`config.mk`:
```
export PLATFORM = sky130hd
export DESIGN_NAME = ums_top
export DESIGN_NICKNAME = d
export VERILOG_FILES = /design/src/rtl/ums_top.v
export VERILOG_INCLUDE_DIRS = /design/src /design/src/rtl
export SDC_FILE = /design/constraint.sdc
export NUM_CORES = 1
export LEC_CHECK = 0
export BUFFER_PORTS_ARGS = -buffer_cell sky130_fd_sc_hd__buf_2
export CAP_MARGIN = 20
export CORE_UTILIZATION = 43
export CTS_CLUSTER_SIZE = 30
export DETAILED_ROUTE_END_ITERATION = 10
export PLACE_DENSITY_LB_ADDON = 0.3
export SLEW_MARGIN = 20
export SYNTH_ARGS = -nofsm -noshare
export SYNTH_HDL_FRONTEND = slang
export SYNTH_SLANG_ARGS = --single-unit
```
`constraint.sdc`:
```
create_clock -name clk_sys -period 8.46 [get_ports clk_sys]
set_input_delay 1.692 -clock clk_sys [delete_from_list [all_inputs] [get_ports clk_sys]]
set_output_delay 1.692 -clock clk_sys [all_outputs]
set_load 0.02 [all_outputs]
```
`src/rtl/ums_defines.vh`:
```
// Constants for the serial mode/status block with infrared codec
`ifndef UMS_DEFINES_VH
`define UMS_DEFINES_VH
`define UMS_OFF_MODE 3'h0
`define UMS_OFF_STAT 3'h1
`define UMS_OFF_TXD 3'h2
`define UMS_OFF_RXD 3'h3
`define UMS_OFF_BRG 3'h4
`define UMS_MODE_RST 16'h0000
`define UMS_BRG_RST 16'h0000
`define UMS_FULL16 4'hf
`define UMS_FULL4 4'h3
`define UMS_HALF16 4'h7
`define UMS_HALF4 4'h1
`define UMS_IR_PULSE 4'h3
`define UMS_FIFO_DEPTH 3'h4
`define UMS_PD_9N 2'h3
`define UMS_PD_8O 2'h2
`define UMS_PD_8E 2'h1
`define UMS_PD_8N 2'h0
`define UMS_TXI_EACH 2'h0
`define UMS_TXI_DONE 2'h1
`define UMS_TXI_EMPTY 2'h2
`define UMS_RXI_3 2'h2
`define UMS_RXI_4 2'h3
`define UMS_PINS_RTS 2'h1
`define UMS_PINS_FLOW 2'h2
`define UMS_PINS_BCLK 2'h3
`define UMS_BREAK_FRAME 16'he000
`define UMS_BREAK_LEN 4'he
`define UMS_AB_FALLS 3'h4
`endif

```
`src/rtl/ums_top.v`:
```
// Serial transceiver mode, status, framing and infrared codec logic
//
// Chosen here: the register offsets and the address-and-strobe port.
`timescale 1ns/100ps
`include "ums_defines.vh"
module ums_top (
  input wire clk_sys,
  input wire rstn,
  input wire [2:0] bus_addr,
  input wire [15:0] bus_wdata,
  input wire bus_wr,
  input wire bus_rd,
  output reg [15:0] bus_rdata,
  input wire cpu_idle,
  input wire cpu_sleep,
  input wire serial_in_pin,
  input wire clear_to_send_pin_n,
  output reg serial_out_pin,
  output reg serial_out_oe,
  output reg request_to_send_pin_n,
  output reg request_to_send_oe,
  output reg tx_irq,
  output reg rx_irq,
  output reg wake_irq
);
  // Mode register fields
  reg module_on_reg, stop_in_idle_reg, infrared_codec_on_reg, rts_pin_mode_reg;
  reg [1:0] pin_usage_select_reg;
  reg wake_on_start_reg, loopback_select_reg, auto_baud_on_reg;
  reg rx_polarity_invert_reg, high_baud_select_reg, stop_count_select_reg;
  reg [1:0] parity_data_select_reg;
  // Status register control fields
  reg [1:0] tx_irq_mode_reg, rx_irq_mode_reg;
  reg tx_ir_polarity_reg, tx_break_request_reg, tx_on_reg, address_detect_on_reg;
  reg overrun_error_reg;
  reg [15:0] brg_reg; // Baud divisor
  reg [15:0] brg_cnt_reg; // Baud timer
  reg bclk_reg; // Baud clock image for pin
  // Input synchronisers
  reg rx_s1_reg, rx_s2_reg, cts_s1_reg, cts_s2_reg;
  reg rx_prev_reg; // Receive line last cycle
  // Transmit FIFO and shifter
  reg [8:0] txf_reg [0:3];
  reg [1:0] txw_reg, txr_reg;
  reg [2:0] txc_reg;
  reg [15:0] tsh_reg; // Frame shifter, LSB first
  reg [3:0] tleft_reg, tsc_reg;
  reg tbusy_reg, tbrk_reg;
  // Receive FIFO {stop bad, parity bad, data9} and shifter
  reg [10:0] rxf_reg [0:3];
  reg [1:0] rxw_reg, rxr_reg;
  reg [2:0] rxc_reg;
  reg [1:0] rst_reg; // Receiver state
  reg [3:0] rsc_reg, rbit_reg;
  reg [8:0] rsh_reg;
  reg [3:0] ir_cnt_reg; // Ticks since last infrared pulse
  reg wake_fell_reg;
  reg [2:0] ab_falls_reg;
  reg [23:0] ab_cyc_reg;

  localparam RX_IDLE = 2'd0;
  localparam RX_START = 2'd1;
  localparam RX_BITS = 2'd2;
  localparam RX_STOP = 2'd3;

  // Decoded controls
  wire halt = ~module_on_reg | (stop_in_idle_reg & cpu_idle);
  wire tick = ~halt & (brg_cnt_reg == 16'h0000);
  wire ir_act = infrared_codec_on_reg & ~high_baud_select_reg;
  wire [3:0] full_n = high_baud_select_reg ? `UMS_FULL4 : `UMS_FULL16;
  wire [3:0] half_n = high_baud_select_reg ? `UMS_HALF4 : `UMS_HALF16;
  wire nine = (parity_data_select_reg == `UMS_PD_9N);
  wire [3:0] rx_nbits = (parity_data_select_reg == `UMS_PD_8N) ? 4'h8 : 4'h9;
  wire wr_mode = bus_wr & (bus_addr == `UMS_OFF_MODE);
  wire wr_stat = bus_wr & (bus_addr == `UMS_OFF_STAT);
  wire wr_txd = bus_wr & (bus_addr == `UMS_OFF_TXD);
  wire wr_brg = bus_wr & (bus_addr == `UMS_OFF_BRG);
  wire rd_rxd = bus_rd & (bus_addr == `UMS_OFF_RXD);

  // Receive line: loopback, inversion, infrared decode
  wire tx_raw = tsh_reg[0];
  wire rx_src = loopback_select_reg ? tx_raw : rx_s2_reg;
  wire rx_in = rx_src ^ rx_polarity_invert_reg;
  wire rx_line = ir_act ? (ir_cnt_reg == `UMS_FULL16) : rx_in;
  wire rx_fall = rx_prev_reg & ~rx_line;
  wire rx_rise = ~rx_prev_reg & rx_line;

  // Transmit frame assembly for the FIFO top
  wire [8:0] td = txf_reg[txr_reg];
  wire tpar = (parity_data_select_reg == `UMS_PD_8O) ? ~^td[7:0] : ^td[7:0];
  wire tb8 = nine ? td[8] : ((parity_data_select_reg == `UMS_PD_8N) ? 1'b1 : tpar);
  wire [3:0] tlen = rx_nbits + (stop_count_select_reg ? 4'h3 : 4'h2);
  wire cts_ok = (pin_usage_select_reg != `UMS_PINS_FLOW) | ~cts_s2_reg;
  wire tx_go = ~halt & tx_on_reg & ~tbusy_reg & (txc_reg != 3'h0) & cts_ok;
  wire tx_end = tick & tbusy_reg & (tsc_reg == full_n) & (tleft_reg == 4'h1);
  wire tx_push = wr_txd & (txc_reg != `UMS_FIFO_DEPTH) & tx_on_reg;

  // Receive completion and FIFO
  wire r_samp = tick & (rsc_reg == full_n);
  wire r_done = (rst_reg == RX_STOP) & r_samp;
  wire r_par_bad = (parity_data_select_reg == `UMS_PD_8E) ? ^rsh_reg :
                (parity_data_select_reg == `UMS_PD_8O) ? ~^rsh_reg : 1'b0;
  wire r_keep = ~(address_detect_on_reg & nine & ~rsh_reg[8]);
  wire r_full = (rxc_reg == `UMS_FIFO_DEPTH);
  wire r_push = r_done & r_keep & ~r_full;
  wire r_ovf = r_done & r_keep & r_full;
  wire r_pop = rd_rxd & (rxc_reg != 3'h0);
  wire [10:0] rtop = rxf_reg[rxr_reg];
  wire ovr_clr = wr_stat & ~bus_wdata[1] & overrun_error_reg & ~r_ovf;
  wire rx_hold = ovr_clr | overrun_error_reg | auto_baud_on_reg | halt;

  // Input synchronisers, two flops each
  always @(posedge clk_sys) begin
    if (!rstn) begin
      rx_s1_reg <= 1'b1;
      rx_s2_reg <= 1'b1;
      cts_s1_reg <= 1'b1;
      cts_s2_reg <= 1'b1;
      rx_prev_reg <= 1'b1;
    end else begin
      rx_s1_reg <= serial_in_pin;
      rx_s2_reg <= rx_s1_reg;
      cts_s1_reg <= clear_to_send_pin_n;
      cts_s2_reg <= cts_s1_reg;
      rx_prev_reg <= rx_line;
    end
  end

  // Mode register, with hardware clears of wake and auto-baud
  always @(posedge clk_sys) begin
    if (!rstn) begin
      {module_on_reg, stop_in_idle_reg, infrared_codec_on_reg} <= 3'h0;
      {rts_pin_mode_reg, pin_usage_select_reg, wake_on_start_reg} <= 4'h0;
      {loopback_select_reg, auto_baud_on_reg, rx_polarity_invert_reg} <= 3'h0;
      {high_baud_select_reg, parity_data_select_reg} <= 3'h0;
      stop_count_select_reg <= 1'b0;
      wake_fell_reg <= 1'b0;
      wake_irq <= 1'b0;
    end else begin
      wake_irq <= 1'b0;
      // Wake on start edge while sleeping
      if (wake_on_start_reg & cpu_sleep & rx_fall) begin
        wake_irq <= 1'b1;
        wake_fell_reg <= 1'b1;
      end
      if (wr_mode) begin
        // Software write wins over hardware clear
        module_on_reg <= bus_wdata[15];
        stop_in_idle_reg <= bus_wdata[13];
        infrared_codec_on_reg <= bus_wdata[12];
        rts_pin_mode_reg <= bus_wdata[11];
        pin_usage_select_reg <= bus_wdata[9:8];
        wake_on_start_reg <= bus_wdata[7];
        loopback_select_reg <= bus_wdata[6];
        auto_baud_on_reg <= bus_wdata[5];
        rx_polarity_invert_reg <= bus_wdata[4];
        high_baud_select_reg <= bus_wdata[3];
        parity_data_select_reg <= bus_wdata[2:1];
        stop_count_select_reg <= bus_wdata[0];
        wake_fell_reg <= 1'b0;
      end else begin
        // Self-clear on the rising edge after the wake edge
        if (wake_fell_reg & rx_rise) begin
          wake_on_start_reg <= 1'b0;
          wake_fell_reg <= 1'b0;
        end
        if (auto_baud_on_reg & rx_fall & (ab_falls_reg == `UMS_AB_FALLS))
          auto_baud_on_reg <= 1'b0;
      end
    end
  end

  // Baud divisor, timer, auto-baud measurement and baud clock image
  always @(posedge clk_sys) begin
    if (!rstn) begin
      brg_reg <= `UMS_BRG_RST;
      brg_cnt_reg <= `UMS_BRG_RST;
      ab_falls_reg <= 3'h0;
      ab_cyc_reg <= 24'h00_0000;
      bclk_reg <= 1'b0;
    end else begin
      bclk_reg <= (brg_cnt_reg > {1'b0, brg_reg[15:1]});
      if (wr_brg) begin
        // New divisor restarts the timer
        brg_reg <= bus_wdata;
        brg_cnt_reg <= bus_wdata;
      end else if (halt | (brg_cnt_reg == 16'h0000)) begin
        brg_cnt_reg <= brg_reg;
      end else begin
        brg_cnt_reg <= brg_cnt_reg - 16'h0001;
      end
      // Sync 55h has five falling edges over eight bit times
      if (~auto_baud_on_reg | halt) begin
        ab_falls_reg <= 3'h0;
        ab_cyc_reg <= 24'h00_0000;
      end else begin
        ab_cyc_reg <= ab_cyc_reg + 24'h00_0001;
        if (rx_fall) begin
          ab_falls_reg <= ab_falls_reg + 3'h1;
          // First fall counts as cycle one, so the span is exact
          if (ab_falls_reg == 3'h0)
            ab_cyc_reg <= 24'h00_0001;
          if ((ab_falls_reg == `UMS_AB_FALLS) & ~wr_brg) begin
            if (high_baud_select_reg)
              brg_reg <= ab_cyc_reg[20:5] - 16'h0001;
            else
              brg_reg <= ab_cyc_reg[22:7] - 16'h0001;
            ab_falls_reg <= 3'h0;
          end
        end
      end
    end
  end

  // Transmit FIFO, shifter, break and status control bits
  always @(posedge clk_sys) begin
    if (!rstn) begin
      {tx_irq_mode_reg, tx_ir_polarity_reg} <= 3'h0;
      {tx_break_request_reg, tx_on_reg} <= 2'h0;
      {txw_reg, txr_reg, txc_reg} <= 7'h00;
      tsh_reg <= 16'hffff;
      {tleft_reg, tsc_reg} <= 8'h00;
      {tbusy_reg, tbrk_reg, tx_irq} <= 3'h0;
    end else begin
      tx_irq <= 1'b0;
      if (wr_stat) begin
        tx_irq_mode_reg <= {bus_wdata[15], bus_wdata[13]};
        tx_ir_polarity_reg <= bus_wdata[14];
        tx_break_request_reg <= bus_wdata[11];
        tx_on_reg <= bus_wdata[10];
      end
      if (~tx_on_reg) begin
        // Disabled transmitter: abort and flush
        {txw_reg, txr_reg, txc_reg} <= 7'h00;
        tsh_reg <= 16'hffff;
        tbusy_reg <= 1'b0;
        tbrk_reg <= 1'b0;
      end else begin
        if (tx_push) begin
          txf_reg[txw_reg] <= bus_wdata[8:0];
          txw_reg <= txw_reg + 2'h1;
        end
        txc_reg <= txc_reg + {2'h0, tx_push} - {2'h0, tx_go};
        if (tx_go) begin
          // Load a frame; a pending break consumes the dummy character
          txr_reg <= txr_reg + 2'h1;
          tbusy_reg <= 1'b1;
          tsc_reg <= 4'h0;
          tbrk_reg <= tx_break_request_reg;
          if (tx_break_request_reg) begin
            tsh_reg <= `UMS_BREAK_FRAME;
            tleft_reg <= `UMS_BREAK_LEN + {3'h0, stop_count_select_reg};
          end else begin
            tsh_reg <= {4'hf, 2'h3, tb8, td[7:0], 1'b0};
            tleft_reg <= tlen;
          end
          // Interrupt on move to shifter, or when it empties the buffer
          if (tx_irq_mode_reg == `UMS_TXI_EACH)
            tx_irq <= 1'b1;
          if ((tx_irq_mode_reg == `UMS_TXI_EMPTY) & (txc_reg == 3'h1) & ~tx_push)
            tx_irq <= 1'b1;
        end else if (tick & tbusy_reg) begin
          // One bit per full count of baud ticks
          if (tsc_reg == full_n) begin
            tsc_reg <= 4'h0;
            tsh_reg <= {1'b1, tsh_reg[15:1]};
            tleft_reg <= tleft_reg - 4'h1;
            if (tleft_reg == 4'h1) begin
              tbusy_reg <= 1'b0;
              if (tbrk_reg & ~(wr_stat & bus_wdata[11]))
                tx_break_request_reg <= 1'b0;
              if ((tx_irq_mode_reg == `UMS_TXI_DONE) & (txc_reg == 3'h0) & ~tx_push)
                tx_irq <= 1'b1;
            end
          end else begin
            tsc_reg <= tsc_reg + 4'h1;
          end
        end
      end
    end
  end

  // Receiver, infrared decoder, receive FIFO and overrun
  always @(posedge clk_sys) begin
    if (!rstn) begin
      {rx_irq_mode_reg, address_detect_on_reg, overrun_error_reg} <= 4'h0;
      {rxw_reg, rxr_reg, rxc_reg} <= 7'h00;
      rst_reg <= RX_IDLE;
      {rsc_reg, rbit_reg} <= 8'h00;
      rsh_reg <= 9'h000;
      ir_cnt_reg <= `UMS_FULL16;
      rx_irq <= 1'b0;
    end else begin
      rx_irq <= 1'b0;
      if (wr_stat) begin
        rx_irq_mode_reg <= bus_wdata[7:6];
        address_detect_on_reg <= bus_wdata[5];
      end
      // Infrared pulse stretches to one bit of low level
      if (~rx_in)
        ir_cnt_reg <= 4'h0;
      else if (tick & (ir_cnt_reg != `UMS_FULL16))
        ir_cnt_reg <= ir_cnt_reg + 4'h1;
      // Overflow sets the flag; set wins over a software clear
      if (r_ovf)
        overrun_error_reg <= 1'b1;
      else if (ovr_clr)
        overrun_error_reg <= 1'b0;
      if (ovr_clr) begin
        // Clearing overrun empties FIFO and shifter
        {rxw_reg, rxr_reg, rxc_reg} <= 7'h00;
      end else begin
        if (r_push) begin
          rxf_reg[rxw_reg] <= {~rx_line, r_par_bad, nine ? rsh_reg[8] : 1'b0, rsh_reg[7:0]};
          rxw_reg <= rxw_reg + 2'h1;
        end
        if (r_pop)
          rxr_reg <= rxr_reg + 2'h1;
        rxc_reg <= rxc_reg + {2'h0, r_push} - {2'h0, r_pop};
        // Fill-level interrupt choice
        if (r_push & ((rx_irq_mode_reg[1] == 1'b0) |
            ((rx_irq_mode_reg == `UMS_RXI_3) & (rxc_reg == 3'h2)) |
            ((rx_irq_mode_reg == `UMS_RXI_4) & (rxc_reg == 3'h3))))
          rx_irq <= 1'b1;
      end
      if (rx_hold) begin
        rst_reg <= RX_IDLE;
      end else begin
        case (rst_reg)
          RX_IDLE: begin
            // Falling edge starts a frame
            if (rx_fall) begin
              rst_reg <= RX_START;
              rsc_reg <= 4'h0;
            end
          end
          RX_START: begin
            // Confirm start bit at its centre
            if (tick) begin
              rsc_reg <= rsc_reg + 4'h1;
              if (rsc_reg == half_n) begin
                rsc_reg <= 4'h0;
                rbit_reg <= 4'h0;
                rst_reg <= rx_line ? RX_IDLE : RX_BITS;
              end
            end
          end
          RX_BITS: begin
            // Data and parity, each one bit later at centre
            if (tick)
              rsc_reg <= rsc_reg + 4'h1;
            if (r_samp) begin
              rsc_reg <= 4'h0;
              rsh_reg[rbit_reg] <= rx_line;
              rbit_reg <= rbit_reg + 4'h1;
              if (rbit_reg == rx_nbits - 4'h1)
                rst_reg <= RX_STOP;
            end
          end
          RX_STOP: begin
            // Stop bit low marks a framing error at push
            if (tick)
              rsc_reg <= rsc_reg + 4'h1;
            if (r_samp)
              rst_reg <= RX_IDLE;
          end
          default: begin
            rst_reg <= RX_IDLE;
          end
        endcase
        if (rx_nbits == 4'h8)
          rsh_reg[8] <= 1'b0;
      end
    end
  end

  // Pin ownership, infrared encoder, RTS and baud clock output
  always @(posedge clk_sys) begin
    if (!rstn) begin
      serial_out_pin <= 1'b1;
      serial_out_oe <= 1'b0;
      request_to_send_pin_n <= 1'b1;
      request_to_send_oe <= 1'b0;
    end else begin
      serial_out_oe <= module_on_reg & tx_on_reg;
      // Infrared: short pulse for each zero bit, idle set by polarity
      if (ir_act)
        serial_out_pin <= (~tx_raw & tbusy_reg & (tsc_reg < `UMS_IR_PULSE)) ^
                          tx_ir_polarity_reg;
      else
        serial_out_pin <= tx_raw;
      request_to_send_oe <= module_on_reg & (pin_usage_select_reg != 2'h0);
      if (pin_usage_select_reg == `UMS_PINS_BCLK)
        request_to_send_pin_n <= bclk_reg;
      else if (rts_pin_mode_reg)
        request_to_send_pin_n <= ~(tbusy_reg | (txc_reg != 3'h0));
      else
        request_to_send_pin_n <= r_full;
    end
  end

  // Register read port, data one cycle after the strobe
  always @(posedge clk_sys) begin
    if (!rstn) begin
      bus_rdata <= 16'h0000;
    end else if (bus_rd) begin
      case (bus_addr)
        `UMS_OFF_MODE: bus_rdata <= {module_on_reg, 1'b0, stop_in_idle_reg,
          infrared_codec_on_reg, rts_pin_mode_reg, 1'b0, pin_usage_select_reg,
          wake_on_start_reg, loopback_select_reg, auto_baud_on_reg,
          rx_polarity_invert_reg, high_baud_select_reg, parity_data_select_reg,
          stop_count_select_reg};
        `UMS_OFF_STAT: bus_rdata <= {tx_irq_mode_reg[1], tx_ir_polarity_reg,
          tx_irq_mode_reg[0], 1'b0, tx_break_request_reg, tx_on_reg,
          txc_reg == `UMS_FIFO_DEPTH, ~tbusy_reg & (txc_reg == 3'h0),
          rx_irq_mode_reg, address_detect_on_reg, rst_reg == RX_IDLE,
          rtop[9] & (rxc_reg != 3'h0), rtop[10] & (rxc_reg != 3'h0),
          overrun_error_reg, rxc_reg != 3'h0};
        `UMS_OFF_RXD: bus_rdata <= (rxc_reg != 3'h0) ? {7'h00, rtop[8:0]} : 16'h0000;
        `UMS_OFF_BRG: bus_rdata <= brg_reg;
        default: bus_rdata <= 16'h0000;
      endcase
    end else begin
      bus_rdata <= 16'h0000;
    end
  end
endmodule

```
# Yosys cells after proc, flatten, opt, wreduce, memory -nomap -nowiden
# Memory sizes are Yosys's and may differ from the RTL's. A register that Yosys moved wholly into a read port is not among the register bits.
# Cells that the tools add are included.
# W data, S select, Z words.
[word_totals]
register_bits = 175
ram_bits = 80
input_bits = 27
out_inout_bits = 23
word_cells = 345
mem_count = 2
[mem_list]
columns = ["name", "depth", "word_bits", "read_ports", "rd_ports_with_merged_regs", "write_ports", "line_no", "text"]
rows = [
  ["rxf_reg", 4, 11, 1, 1, 1, "ums_top.v:50", "reg [10:0] rxf_reg [0:3];"],
  ["txf_reg", 4, 9, 1, 1, 1, "ums_top.v:43", "reg [8:0] txf_reg [0:3];"],
]
[classes]
add_sub_neg = 21
n_lt_le_gt_ge = 4
n_eq_ne = 38
muxes = 102
bitwise = 84
reduce_logical = 39
[ops]
columns = ["cell", "count"]
rows = [
  ["$mux W16", 10],
  ["$mux W4", 18],
  ["$pmux W16 S4", 1],
  ["$and A1 B1 Y1", 51],
  ["$mux W1", 49],
  ["$mux W24", 2],
  ["$sub A16 B1 Y16 const B", 3],
  ["$mux W9", 3],
  ["$add A24 B1 Y24 const B", 1],
  ["$mux W2", 11],
  ["$not A1 Y1", 21],
  ["$reduce_bool A2 Y1", 10],
  ["$add A4 B1 Y4 const B", 4],
  ["$eq A2 B2 Y1 const B", 8],
  ["$gt A16 B15 Y1", 1],
  ["$logic_not A16 Y1", 1],
  ["$pmux W4 S4", 1],
  ["$reduce_and A3 Y1", 5],
  ["$ne A2 B2 Y1 const B", 7],
  ["$mux W13", 1],
  ["$eq A3 B2 Y1 const B", 4],
  ["$eq A3 B3 Y1 const B", 4],
  ["$eq A4 B4 Y1", 3],
  ["$or A1 B1 Y1", 10],
  ["37 further kinds", 59],
]

# Longest topological paths before layout
[logic_depth]
depth_word = 15
depth_mapped = 17
ltp_nobuf = 16

# Worst setup path before layout
# Ideal clock, no wire load.
[synth_timing]
path_type = "input to register"
startpoint = "input cpu_idle"
endpoint = "register txc_reg[2]"
arrival_ns = 4.244
setup_slack_ns = 4.089
cell_stages = 13
n_path_buf = 2
path_cell_list = "a21bo_2 > buf_2 > nor4b_1 > nand2_1 > inv_1 > buf_1 > ha_1 > inv_1 > ha_1 > fa_1 > xnor2_1 > xnor2_1 > nor2_1"
[synth_between]
elab_chain_len = 8
[synth_rtl]
columns = ["item", "line_no", "text"]
rows = [
  ["from (decl)", "ums_top.v:14", "input wire cpu_idle,"],
  ["$and A1 B1 Y1", "ums_top.v:67", "wire halt = ~module_on_reg | (stop_in_idle_reg & cpu_idle);"],
  ["$or A1 B1 Y1", "ums_top.v:67", ""],
  ["$not A1 Y1", "ums_top.v:94", "wire tx_go = ~halt & tx_on_reg & ~tbusy_reg & (txc_reg != 3'h0) & cts_ok;"],
  ["$and A1 B1 Y1 (4 in series)", "ums_top.v:94", ""],
  ["via tx_go", "ums_top.v:94", ""],
  ["$sub A3 B1 Y3", "ums_top.v:243", "txc_reg <= txc_reg + {2'h0, tx_push} - {2'h0, tx_go};"],
  ["to (signal assigned)", "ums_top.v:243", ""],
  ["to (decl)", "ums_top.v:45", "reg [2:0] txc_reg;"],
]
# The timed path passes the listed nets, and every way through them passes these cells.
# A chain may end at the register's enable or synchronous reset.

# Worst setup path in the final report
[layout_timing]
startpoint = "input cpu_idle"
endpoint = "register txc_reg[2]"
[layout_between]
elab_chain_len = 8
[layout_rtl]
columns = ["item", "line_no"]
rows = [
  ["$and A1 B1 Y1", "ums_top.v:67"],
  ["$or A1 B1 Y1", "ums_top.v:67"],
  ["$not A1 Y1", "ums_top.v:94"],
  ["$and A1 B1 Y1 (4 in series)", "ums_top.v:94"],
  ["$sub A3 B1 Y3", "ums_top.v:243"],
]
# Every way passes these cells.

==> results_dict.tcl <==
set metrics [dict create \
    tns_ns 0 \
    ios 50 \
    hpwl_um 21200 \
    syn_to_final_growth_pct 11.6 \
    core_area_sq_um 28200 \
    drv_cap 0 \
    tightest_slew_ns 1.03 \
    powerDensity_nw_per_um2 193 \
    clk_latency_ns 0.56 \
    cts.sinks 255 \
    fin_crit_ns 4.56 \
    min-delay-path-class "register to register" \
    synth-edff-count 80 \
    wl_met1_um 14500 \
    synth-warning-count 0 \
    crit_family "buffers and inverters" \
    synth_top_family_by_area "simple AND/OR/NAND/NOR gates" \
    overflow 0 \
    path_buf_inv 3 \
    muxShareOfSynthArea 0.0659 \
    largest_reg_flops 44 \
    yosysTopAreaCellShare 0.281 \
    fin_skew_ns 0.0109 \
    synth_compound_area_frac 0.127 \
    drtIter0Drc 739 \
    synth_fa_ha_area_frac 0.0504 \
    cp-start-kind "input port" \
    synth.cell_area_sq_um 12500 \
    crit_path_max_incr_delay_ns 0.79 \
    totalWireLength_um 30200 \
    drc_errors 0 \
    required_ns 8.88 \
    routed.top_layer "met4" \
    firstDrtPassIters 5 \
    synthesis.nets 1370 \
    rsz0062_at_grt "false" \
    grt_pass1_vias 8649 \
    path_class "input port to register" \
    slew_headroom 0.308 \
    ys.flop_type "dfxtp_1" \
    stdcell_area_sq_um 13900 \
    clk_pin_slew_ns 0.06 \
    wl_met2_um 13400 \
    postCtsSetupRepairBufs 0 \
    syn_area_per_cell_sq_um 9.64 \
    drive_above_1_share 0.111 \
    grt_max_degree 61 \
    wire_per_inst_um 17.7 \
    cts_tree "built" \
    die_h_um 172 \
    synthXorXnorAreaFrac 0.0527 \
    status "finished clean" \
    hold_slack_ns 0.413 \
    fmax_mhz 219 \
    async_flop_share 0 \
    final_antenna_net_count 0 \
    yosysTopAreaCell "dfxtp_1" \
    die_x_um 172 \
    hold_buffers 0 \
    grt_pass1_wl_um 48100 \
    slew_viol_final 0 \
    fillers 2560 \
    fin_crit_sh 0.539 \
    syn_inst 1294 \
    worst-path-max-fanout 33 \
    cp.arrival_ns 4.98 \
    synth_seq_area_share 0.473 \
    cts-root-buf "clkbuf_16" \
    finalSetupViolCount 0 \
    timing.critical_path.cells "buf_2 -> a21bo_2 -> nor4b_1 -> nand2_1 -> inv_1 -> ha_1 -> inv_1 -> ha_1 -> fa_1 -> xnor2_1 -> xnor2_1 -> nor2_1" \
    p_leak_nw 5.01 \
    via_count 9450 \
    vdd_ir_drop_max_mv 0.150 \
    postPlaceCellArea_sq_um 12900 \
    synth_area_leaders "dfxtp_1, edfxtp_1, ha_1" \
    dieArea_sq_um 29700 \
    portBuffers 49 \
    synth-simple-area-share 0.193 \
    final_cells 1704 \
    viasPerCell 5.55 \
    finalHoldViolations 0 \
    antenna_cells 0 \
    clockBufferDepth 3 \
    gp_congestion 0.885 \
    ys_seq_elements 255 \
    synth_cell_types 70 \
    antenna_found_initial 1 \
    cpMaxStageDelayCell "inv_1" \
    cts_max_level 1 \
    numCtsBuffers 29 \
    cts-resized-gates 0 \
    dp.cells 1650 \
    start_util 0.443 \
    end_kind "register" \
    wl_met3_um 1620 \
    rows 61 \
    nets 1379 \
    grtUsageTotal 0.207 \
]
[worst reg2reg max path, cell delays in order, from the launching register on]
cell	delay, ns
dfxtp_1	0.43
a21bo_2	0.36
nor4b_1	0.50
nand2_1	0.29
inv_1	0.79
ha_1	0.27
inv_1	0.04
ha_1	0.18
fa_1	0.38
xnor2_1	0.20
xnor2_1	0.14
nor2_1	0.05
[layout make-up]
type,instances,area (sq um),share of cell area
Multi-Input combinational cell,915,6110,0.439
Tap cell,378,473,0.0340
Clock buffer,36,782,0.0562
Clock inverter,18,189,0.0136
Sequential cell,255,5910,0.424
Timing Repair Buffer,55,290,0.0208
Inverter,47,176,0.0127
[cells in the final DEF, fill, tap and decap left out, types with 11 or more instances in the layout]
cell type  netlist  layout
nand2b_1        13      13
buf_2            4      49
nor2_1         130     130
o211ai_1        31      31
xor2_1          31      31
clkbuf_16        0      29
ha_1            47      47
dfxtp_1        175     175
nor3_1          35      35
and2_1          11      11
mux4_2          20      20
nor2b_1         12      12
nand3_1         27      27
xnor2_1         44      44
a21oi_1         99      98
edfxtp_1        80      80
nand2_1        154     154
nand4_1         20      20
mux2i_1         27      27
and3_1          30      30
inv_1           45      45
o21ai_0         29      29
[per-stage QoR]
stage,power [mW],util,worst slack (ns)
floorplan,1.40,-,4.09
global placement,1.44,0.460,3.43
detailed placement,1.44,0.460,3.34
CTS,2.70,0.494,3.95
global route,2.77,0.494,3.61
finish,2.69,0.494,3.90
[metal layers]
metal	track usage	up-vias
li1	-	4640
met1	0.300	4513
met2	0.320	247
met3	0.0316	50
met4	0.0577	0
met5	0	-
[where the power goes]
| part | internal (mW) | leakage, nW | switching (mW) |
|---|---|---|---|
| Sequential | 1.27 | 2.22 | 0.0120 |
| Combinational | 0.0499 | 2.31 | 0.0877 |
| Clock | 0.752 | 0.477 | 0.517 |
[cell families (layout without fill, tap and decap cells)]
logic type      count (synthesis)  in the layout
compound gates                246            246
flops                         255            255
mux                            56             56
xor+xnor                       75             75
fa+ha+maj                      49             49
buf+inv                       124            156
simple gates                  489            489
[Yosys cell counts (all sizes together) (3+ instances only)]
library cell / count
and2: 11
nor3b: 8
or2: 4
nor2: 130
mux2i: 27
xor2: 31
a311o: 10
and3: 30
a31oi: 9
clkbuf: 63
xnor2: 44
o21bai: 6
o211ai: 31
buf: 14
o311a: 3
ha: 47
nor4: 9
mux2: 9
a211o: 5
nor4b: 3
mux4: 20
a21oi: 99
nand2: 154
o31ai: 5
dfxtp: 175
a21boi: 6
o21ai: 30
and3b: 3
edfxtp: 80
or3: 11
nand4: 21
a22oi: 4
inv: 46
nand2b: 13
a211oi: 5
or4: 5
nor2b: 12
nand3: 28
a41oi: 4
a311oi: 10
nand3b: 5
nor3: 36
o21a: 8
[final timing paths]
| kind | from | to | slack (ns) | depth (start not counted) |
|---|---|---|---|---|
| hold / removal | cts_s1_reg$_SDFF_PN1_ | cts_s2_reg$_SDFF_PN1_ | 0.41 | 1 |
| setup / recovery | cpu_idle | txc_reg[2]$_SDFF_PN0_ | 3.90 | 12 |
| hold reg to reg | cts_s1_reg$_SDFF_PN1_ | cts_s2_reg$_SDFF_PN1_ | 0.41 | 1 |
| setup reg to reg | module_on_reg$_SDFFE_PN0P_ | txc_reg[2]$_SDFF_PN0_ | 4.70 | 11 |
(Power assumes the default switching activity.)
